==> src/design/les_pkg.sv <==
package les_pkg;

  // ----------------------------------------------------------------
  // Timing
  // ----------------------------------------------------------------
  localparam int unsigned LES_CLK_HZ = 100_000_000;
  localparam int unsigned LES_ENABLE_WAIT_S = 5;
  localparam longint unsigned LES_ENABLE_WAIT_CYC = longint'(LES_ENABLE_WAIT_S) * LES_CLK_HZ;
  localparam int unsigned LES_FILTER_NS = 1000;
  localparam int unsigned LES_FILTER_CYC = (LES_FILTER_NS * (LES_CLK_HZ / 1_000_000)) / 1000;

  // ----------------------------------------------------------------
  // APB register map
  // ----------------------------------------------------------------
  localparam logic [7:0] LES_CTRL_OFS = 8'h00;
  localparam logic [7:0] LES_STAT_OFS = 8'h04;
  localparam int unsigned LES_CTRL_SWINH_BIT = 0;
  localparam int unsigned LES_CTRL_OVT_CLR_BIT = 1;
  localparam logic [31:0] LES_CTRL_RST = 32'h0000_0000;

  // ----------------------------------------------------------------
  // Types
  // ----------------------------------------------------------------
  typedef enum logic [2:0] {
    LES_ST_OFF,
    LES_ST_WAIT,
    LES_ST_READY,
    LES_ST_FAULT
  } les_state_e;

  typedef struct packed {
    logic interlock;
    logic shutter_req;
    logic reset_req;
    logic over_temp;
  } les_in_s;

  typedef struct packed {
    logic ready_lamp;
    logic shutter_lamp;
    logic intlk_lamp_green;
    logic ready_closed;
    logic shutter_closed;
    logic intlk_open_closed;
  } les_stat_s;

endpackage : les_pkg

==> src/design/les_sequencer.sv <==
// Register access over APB and the register offsets were decided locally.
`timescale 1ns/1ps
module les_sequencer
  import les_pkg::*;
#(
  parameter longint unsigned ENABLE_WAIT_CYC = LES_ENABLE_WAIT_CYC,
  parameter int unsigned FILTER_CYC = LES_FILTER_CYC
) (
  // Clock and reset
  input wire logic i_ref_clk,
  input wire logic i_rst_b,
  // Discrete user inputs (asynchronous pins)
  input wire logic i_interlock,
  input wire logic i_shutter_req,
  input wire logic i_reset_req,
  input wire logic i_over_temp,
  // Pulse sources (asynchronous pins)
  input wire logic i_pwm_cmd,
  input wire logic i_keep_alive,
  // APB slave
  input wire logic i_psel,
  input wire logic i_penable,
  input wire logic i_pwrite,
  input wire logic [7:0] i_paddr,
  input wire logic [31:0] i_pwdata,
  output logic [31:0] o_prdata,
  output logic o_pready,
  output logic o_pslverr,
  // Power and pulse outputs
  output logic o_rf_power_en,
  output logic o_rf_drive,
  output logic o_shutter_open,
  // Lamps and status contacts (1 = lit or closed)
  output logic o_ready_lamp,
  output logic o_shutter_lamp,
  output logic o_intlk_lamp_green,
  output logic o_ready_closed,
  output logic o_shutter_closed,
  output logic o_intlk_open_closed
);

  localparam int NIN = 6;
  localparam int FW = $clog2(FILTER_CYC + 1) + 1;
  localparam int TW = $clog2(ENABLE_WAIT_CYC + 1) + 1;

  // ----------------------------------------------------------------
  // Input synchronisers and glitch filters
  // ----------------------------------------------------------------
  logic [NIN-1:0] sync1_reg;
  logic [NIN-1:0] sync2_reg;
  logic [NIN-1:0] filt_reg;
  logic [FW-1:0] fcnt_reg [NIN-2];
  les_in_s in_f;
  logic pwm_s;
  logic keep_s;

  always_ff @(posedge i_ref_clk or negedge i_rst_b) begin
    if (!i_rst_b) begin
      sync1_reg <= '0;
      sync2_reg <= '0;
    end else begin
      sync1_reg <= {i_keep_alive, i_pwm_cmd, i_interlock, i_shutter_req, i_reset_req,
                    i_over_temp};
      sync2_reg <= sync1_reg;
    end
  end

  // Level inputs need a stable run; pulse inputs only pass the synchroniser,
  // since filtering them would eat short PWM pulses.
  always_ff @(posedge i_ref_clk or negedge i_rst_b) begin
    if (!i_rst_b) begin
      filt_reg <= '0;
      for (int k = 0; k < NIN - 2; k++) fcnt_reg[k] <= '0;
    end else begin
      for (int k = 0; k < NIN - 2; k++) begin
        if (sync2_reg[k] == filt_reg[k]) begin
          fcnt_reg[k] <= '0;
        end else if (fcnt_reg[k] >= FW'(FILTER_CYC)) begin
          filt_reg[k] <= sync2_reg[k];
          fcnt_reg[k] <= '0;
        end else begin
          fcnt_reg[k] <= fcnt_reg[k] + FW'(1);
        end
      end
      filt_reg[NIN-1:NIN-2] <= sync2_reg[NIN-1:NIN-2];
    end
  end

  assign in_f.over_temp = filt_reg[0];
  assign in_f.reset_req = filt_reg[1];
  assign in_f.shutter_req = filt_reg[2];
  assign in_f.interlock = filt_reg[3];
  assign pwm_s = filt_reg[4];
  assign keep_s = filt_reg[5];

  // ----------------------------------------------------------------
  // APB registers
  // ----------------------------------------------------------------
  logic [31:0] ctrl_reg;
  logic apb_wr;
  logic sw_inhibit;
  logic inhibit;
  les_stat_s stat;
  les_state_e state_reg;
  logic ovt_latch_reg;
  logic apb_setup;

  // Address decode is shared by the write path and the read mux.
  function automatic logic les_hit(input logic [7:0] addr, input logic [7:0] ofs);
    return addr == ofs;
  endfunction : les_hit

  assign apb_wr = i_psel && i_penable && i_pwrite;
  assign apb_setup = i_psel && !i_penable;
  assign sw_inhibit = ctrl_reg[LES_CTRL_SWINH_BIT];

  // Software inhibit is the only writable bit; the over-temperature latch
  // has no clear bit on purpose, so software cannot defeat it.
  always_ff @(posedge i_ref_clk or negedge i_rst_b) begin
    if (!i_rst_b) begin
      ctrl_reg <= LES_CTRL_RST;
    end else if (apb_wr && les_hit(i_paddr, LES_CTRL_OFS)) begin
      ctrl_reg <= {30'h0, 1'b0, i_pwdata[LES_CTRL_SWINH_BIT]};
    end
  end

  // Every access is answered one cycle after its setup cycle.
  always_ff @(posedge i_ref_clk or negedge i_rst_b) begin
    if (!i_rst_b) begin
      o_pready <= 1'b0;
    end else begin
      o_pready <= apb_setup;
    end
  end

  always_ff @(posedge i_ref_clk or negedge i_rst_b) begin
    if (!i_rst_b) begin
      o_pslverr <= 1'b0;
    end else begin
      o_pslverr <= apb_setup && !les_hit(i_paddr, LES_CTRL_OFS)
                   && !les_hit(i_paddr, LES_STAT_OFS);
    end
  end

  always_ff @(posedge i_ref_clk or negedge i_rst_b) begin
    if (!i_rst_b) begin
      o_prdata <= 32'h0000_0000;
    end else if (apb_setup) begin
      if (les_hit(i_paddr, LES_CTRL_OFS)) begin
        o_prdata <= ctrl_reg;
      end else if (les_hit(i_paddr, LES_STAT_OFS)) begin
        o_prdata <= {20'h0, 1'(ovt_latch_reg), 3'(state_reg), 2'h0, stat};
      end else begin
        o_prdata <= 32'h0000_0000;
      end
    end else begin
      o_prdata <= 32'h0000_0000;
    end
  end

  // ----------------------------------------------------------------
  // Over-temperature latch
  // ----------------------------------------------------------------
  // Only the power-on reset clears this; no input or register write can.
  always_ff @(posedge i_ref_clk or negedge i_rst_b) begin
    if (!i_rst_b) begin
      ovt_latch_reg <= 1'b0;
    end else if (in_f.over_temp) begin
      ovt_latch_reg <= 1'b1;
    end
  end

  // ----------------------------------------------------------------
  // Enable state machine and five-second timer
  // ----------------------------------------------------------------
  logic [TW-1:0] tmr_reg;
  logic tmr_done;

  assign inhibit = in_f.reset_req || sw_inhibit;
  assign tmr_done = (tmr_reg >= TW'(ENABLE_WAIT_CYC - 1));

  always_ff @(posedge i_ref_clk or negedge i_rst_b) begin
    if (!i_rst_b) begin
      state_reg <= LES_ST_OFF;
    end else begin
      case (state_reg)
        LES_ST_OFF: begin
          if (ovt_latch_reg) begin
            state_reg <= LES_ST_FAULT;
          end else if (in_f.interlock && !inhibit) begin
            state_reg <= LES_ST_WAIT;
          end
        end
        LES_ST_WAIT: begin
          if (ovt_latch_reg) begin
            state_reg <= LES_ST_FAULT;
          end else if (!in_f.interlock || inhibit) begin
            state_reg <= LES_ST_OFF;
          end else if (tmr_done) begin
            state_reg <= LES_ST_READY;
          end
        end
        LES_ST_READY: begin
          if (ovt_latch_reg) begin
            state_reg <= LES_ST_FAULT;
          end else if (!in_f.interlock || inhibit) begin
            state_reg <= LES_ST_OFF;
          end
        end
        LES_ST_FAULT: begin
          state_reg <= LES_ST_FAULT;
        end
        default: begin
          state_reg <= LES_ST_OFF;
        end
      endcase
    end
  end

  // ----------------------------------------------------------------
  // Enable countdown
  // ----------------------------------------------------------------
  // The count restarts from zero whenever the wait is left, so an interlock drop
  // that outlasts the filter always costs a full countdown before power returns.
  always_ff @(posedge i_ref_clk or negedge i_rst_b) begin
    if (!i_rst_b) begin
      tmr_reg <= '0;
    end else if (state_reg == LES_ST_WAIT && in_f.interlock && !inhibit && !ovt_latch_reg
                 && !tmr_done) begin
      tmr_reg <= tmr_reg + TW'(1);
    end else begin
      tmr_reg <= '0;
    end
  end

  // ----------------------------------------------------------------
  // Lamps, status contacts and power gating
  // ----------------------------------------------------------------
  // The ready lamp lights as soon as the interlock closes with no inhibit and no over-temperature latched, during the wait.
  logic ready_on;
  logic lase_ok;
  logic rf_on;

  assign ready_on = (state_reg == LES_ST_WAIT) || (state_reg == LES_ST_READY);
  assign lase_ok = (state_reg == LES_ST_READY) && in_f.interlock && !inhibit;
  assign rf_on = lase_ok && in_f.interlock;

  assign stat.ready_lamp = ready_on;
  assign stat.shutter_lamp = in_f.shutter_req && lase_ok;
  assign stat.intlk_lamp_green = in_f.interlock;
  assign stat.ready_closed = lase_ok;
  assign stat.shutter_closed = in_f.shutter_req && lase_ok;
  assign stat.intlk_open_closed = !in_f.interlock;

  always_ff @(posedge i_ref_clk or negedge i_rst_b) begin
    if (!i_rst_b) begin
      o_ready_lamp <= 1'b0;
      o_shutter_lamp <= 1'b0;
      o_intlk_lamp_green <= 1'b0;
    end else begin
      o_ready_lamp <= stat.ready_lamp;
      o_shutter_lamp <= stat.shutter_lamp;
      o_intlk_lamp_green <= stat.intlk_lamp_green;
    end
  end

  // ----------------------------------------------------------------
  // Status contacts
  // ----------------------------------------------------------------
  // The interlock-open contact rests closed in reset, since the loop has
  // not yet been seen closed through the filter.
  always_ff @(posedge i_ref_clk or negedge i_rst_b) begin
    if (!i_rst_b) begin
      o_ready_closed <= 1'b0;
      o_shutter_closed <= 1'b0;
      o_intlk_open_closed <= 1'b1;
    end else begin
      o_ready_closed <= stat.ready_closed;
      o_shutter_closed <= stat.shutter_closed;
      o_intlk_open_closed <= stat.intlk_open_closed;
    end
  end

  // ----------------------------------------------------------------
  // Power and pulse gating
  // ----------------------------------------------------------------
  always_ff @(posedge i_ref_clk or negedge i_rst_b) begin
    if (!i_rst_b) begin
      o_rf_power_en <= 1'b0;
    end else begin
      o_rf_power_en <= rf_on;
    end
  end

  always_ff @(posedge i_ref_clk or negedge i_rst_b) begin
    if (!i_rst_b) begin
      o_shutter_open <= 1'b0;
    end else begin
      o_shutter_open <= stat.shutter_lamp;
    end
  end

  // The source is picked each cycle; a request change in mid-pulse may
  // clip that one pulse, which is accepted for a simpler gate.
  always_ff @(posedge i_ref_clk or negedge i_rst_b) begin
    if (!i_rst_b) begin
      o_rf_drive <= 1'b0;
    end else if (!rf_on) begin
      o_rf_drive <= 1'b0;
    end else if (in_f.shutter_req) begin
      o_rf_drive <= pwm_s;
    end else begin
      o_rf_drive <= keep_s;
    end
  end

endmodule : les_sequencer

==> config.mk <==
export PLATFORM = sky130hd
export DESIGN_NAME = les_sequencer
export DESIGN_NICKNAME = d
export VERILOG_FILES = /design/src/design/les_pkg.sv /design/src/design/les_sequencer.sv
export SDC_FILE = /design/constraint.sdc
export NUM_CORES = 1
export LEC_CHECK = 0
export BUFFER_PORTS_ARGS = -buffer_cell sky130_fd_sc_hd__buf_2
export CAP_MARGIN = 20
export CORE_MARGIN = 2
export CORE_UTILIZATION = 40
export CTS_BUF_LIST = sky130_fd_sc_hd__clkbuf_4
export CTS_CLUSTER_DIAMETER = 120
export CTS_CLUSTER_SIZE = 24
export DETAILED_ROUTE_END_ITERATION = 6
export PLACE_DENSITY = 0.63
export SLEW_MARGIN = 10
export SYNTH_ARGS = -nofsm -noshare
export SYNTH_HDL_FRONTEND = slang
export SYNTH_SLANG_ARGS = --single-unit
==> constraint.sdc <==
create_clock -name i_ref_clk -period 4.34 [get_ports i_ref_clk]
set_input_delay 0.217 -clock i_ref_clk [delete_from_list [all_inputs] [get_ports i_ref_clk]]
set_output_delay 0.217 -clock i_ref_clk [all_outputs]
set_load 0.02 [all_outputs]
==> metrics <==
Avg Inst Size Synth=11.2 µm²; sequential share of power=0.621; Data required, critical path=4.72 ns; Yosys Warn Count=0; wire per inst=12.2 µm; Residual DRC=0; Bufs and invs on worst path=0; Max Clock Skew=0.00869 ns; Worst Tran Pin Value=0.915 ns; Worst setup EP type=flop; cts repair resizes=0; Row Count=39; Tcrit/Tclk final=0.494; Yosys cell types=50; max_cap viols=0; CP arrival=2.52 ns; number of flops mapped to enable cells by yosys=0; CP top delay family=simple AND/OR/NAND/NOR gates; Area growth syn-to-layout=10.1%; Leakage Power=2.31 nW; Clk Latency, worst-skew pair=0.45 ns; Fmax=0.466 GHz; dpl hpwl=5.06 mm; sequential area share after synthesis=0.554; share of cells above drive strength 1=0.168; Post-synth ARST share=1.00; final WL=7.46 mm; capture point of the worst reg-to-reg path=tmr_reg[23]$_DFF_PN0_; Vias per Instance=4.74; Die Ht=111 µm; reg2reg start=tmr_reg[2]$_DFF_PN0_; fin nets=528; Clock Path Buffers=2; worst reg-to-reg path cell count=5; Worst path depth=5; Critical Path Start=tmr_reg[2]$_DFF_PN0_; Overflow after GRT=0; final setup violation count=0; Initial DRC Count=238; final non-filler cell total=612; Yosys reg bits=101; IO Count=94; Max rail drop VDD=0.192 mV; Mapped Area=0.00457 mm²; # diodes=0; crit path time final=2.14 ns; Num CTS Buffers=9; Synth Instances=408; met1 wire length=3.43 mm; Top Metal Used=met4; switching pwr=449 µW; critical path type=flop to flop; Cell Chain, Critical Path=nand4_1 > nor4_1 > and4bb_2 > o21ai_0 > o21ai_0; Die W=111 µm; status=finished clean; Worst Hold Class=primary input to flop; Starting Density=0.405; max FFs per register=32; Total Power=1.63 mW; Sw Share=0.276; worst reg-to-reg setup slack=2.20 ns; ANT nets after route=0; die area=0.0123 mm²; worst-path cell with the longest stage delay=nor4_1; Synth area leaders=dfrtp_1, xnor2_1, nor2_1, buf_4, ha_1; P_int=1.18 mW; Rel. slew slack=0.384; Crit Path Max Fanout=6; H-tree levels=3; Fin Setup TNS=0 ns; largest area contributor in the netlist=dfrtp_1; CP max stage delay=0.86 ns; Via Count=2903; unrepaired setup endpoints after global routing=no; clk slew on worst S/H paths=0.15 ns; Clk pwr share=0.264; CP endpoint=tmr_reg[23]$_DFF_PN0_; Core ar.=0.0113 mm²; final hold violation count=0; fin. max-slew vios=0; Root Buffer=clkbuf_4; most frequent cell on the critical path=o21ai_0; Pwr Density=324 mW/mm²; CTS tree=yes; vias in the first global route=2840; gpl congestion=0.762; antenna violations before repair=0; utilization after layout=0.446; I/O Buffers=39; GRT Total Usage=0.129; largest net degree at the start of global routing=69; TritonRoute pass-1 iters=4; first-pass GRT wire length=12.9 mm; Synth top area share=0.548; Comb power frac=0.116; CTS sink count=101; Critical Path Source Type=flop; ys flop type=dfrtp_1; Placed Cells=587; met3 wire len=356 µm; WL met2=3.55 mm
==> routing by layer <==
| layer | vias up | GRT usage |
|---|---|---|
| met5 | - | 0 |
| met4 | 0 | 0.0500 |
| met3 | 12 | 0.0399 |
| met2 | 52 | 0.209 |
| met1 | 1406 | 0.163 |
| li1 | 1433 | - |
==> cell usage after synthesis, types with 7 or more instances <==
library cell and count:
dfrtp_1 100, and3_1 17, inv_1 15, xor2_1 16
nor2_1 61, ha_1 13, a31oi_1 8, xnor2_1 28
buf_4 26, nand4_1 7, nand3_1 19, nand2_1 16
==> placed cells by master, fill, tap and decap left out, types with 7 or more instances in the layout <==
master / netlist / final
ha_1: 13 / 13
inv_1: 15 / 15
xor2_1: 16 / 16
xnor2_1: 28 / 28
nor2_1: 61 / 61
and3_1: 17 / 17
nand2_1: 16 / 16
clkbuf_4: 0 / 9
dfrtp_1: 100 / 100
nand4_1: 7 / 7
conb_1: 1 / 28
buf_2: 2 / 38
nand3_1: 19 / 19
dlygate4sd3_1: 0 / 9
a31oi_1: 8 / 8
==> metrics by stage <==
step	hold slack [ns]	cell area [µm²]	worst slack [ns]
after floorplan	-0.0786	4670	2.49
after global placement	0.326	4820	2.21
after detailed placement	0.326	4820	2.21
after CTS	0.00646	5030	2.16
after global routing	0.00182	5030	1.91
final	0.0482	5030	2.20
==> area by class of cell <==
type | instances | area (µm²)
Clock buffer | 9 | 67.6
Clock inverter | 7 | 50.0
Fill cell | 1050 | 6240
Inverter | 15 | 56.3
Multi-Input combinational cell | 288 | 1850
Sequential cell | 101 | 2530
Tap cell | 143 | 179
Timing Repair Buffer | 49 | 295
==> power groups by stage <==
stage          Sequential (mW)  Combinational [mW]  Clock (mW)
2_1_floorplan             1.04               0.127           0
3_3_place_gp              1.03               0.180           0
3_5_place_dp              1.03               0.184           0
4_1_cts                   1.01               0.191       0.463
5_1_grt                   1.02               0.210       0.500
6_report                  1.01               0.188       0.429
==> how the worst min path moves through the flow <==
stage / depth (start not counted) / from / endpoint
after floorplan: 0 / i_rst_b / ctrl_reg[0]$_DFFE_PN0P_
after global placement: 1 / i_shutter_req / sync1_reg[2]$_DFF_PN0_
after detailed placement: 1 / i_shutter_req / sync1_reg[2]$_DFF_PN0_
after CTS: 2 / i_psel / o_pready$_DFF_PN0_
after global routing: 2 / i_psel / o_pready$_DFF_PN0_
final: 4 / i_paddr[3] / o_prdata[0]$_DFF_PN0_
==> worst reg2reg max path, stage by stage, from the launching register on <==
cell and delay, ns:
dfrtp_1 0.45, nand4_1 0.27, nor4_1 0.86, and4bb_2 0.35, o21ai_0 0.07, o21ai_0 0.08
==> cell families (layout without fill, tap and decap cells) <==
family,after synthesis,after routing,share of synthesized area
xor+xnor,44,44,0.0844
simple gates,168,168,0.203
buf+inv,46,80,0.0630
other cells,1,28,0.000821
mux,7,7,0.0167
flops,101,101,0.554
fa+ha+maj,13,13,0.0356
compound gates,28,28,0.0430
==> timing repair <==
action,CTS,global route
setup endpoints to repair,0,0
endpoints found under the hold margin,76,0
hold buffers,9,0
setup buffers,0,0
(Power assumes the default switching activity.)
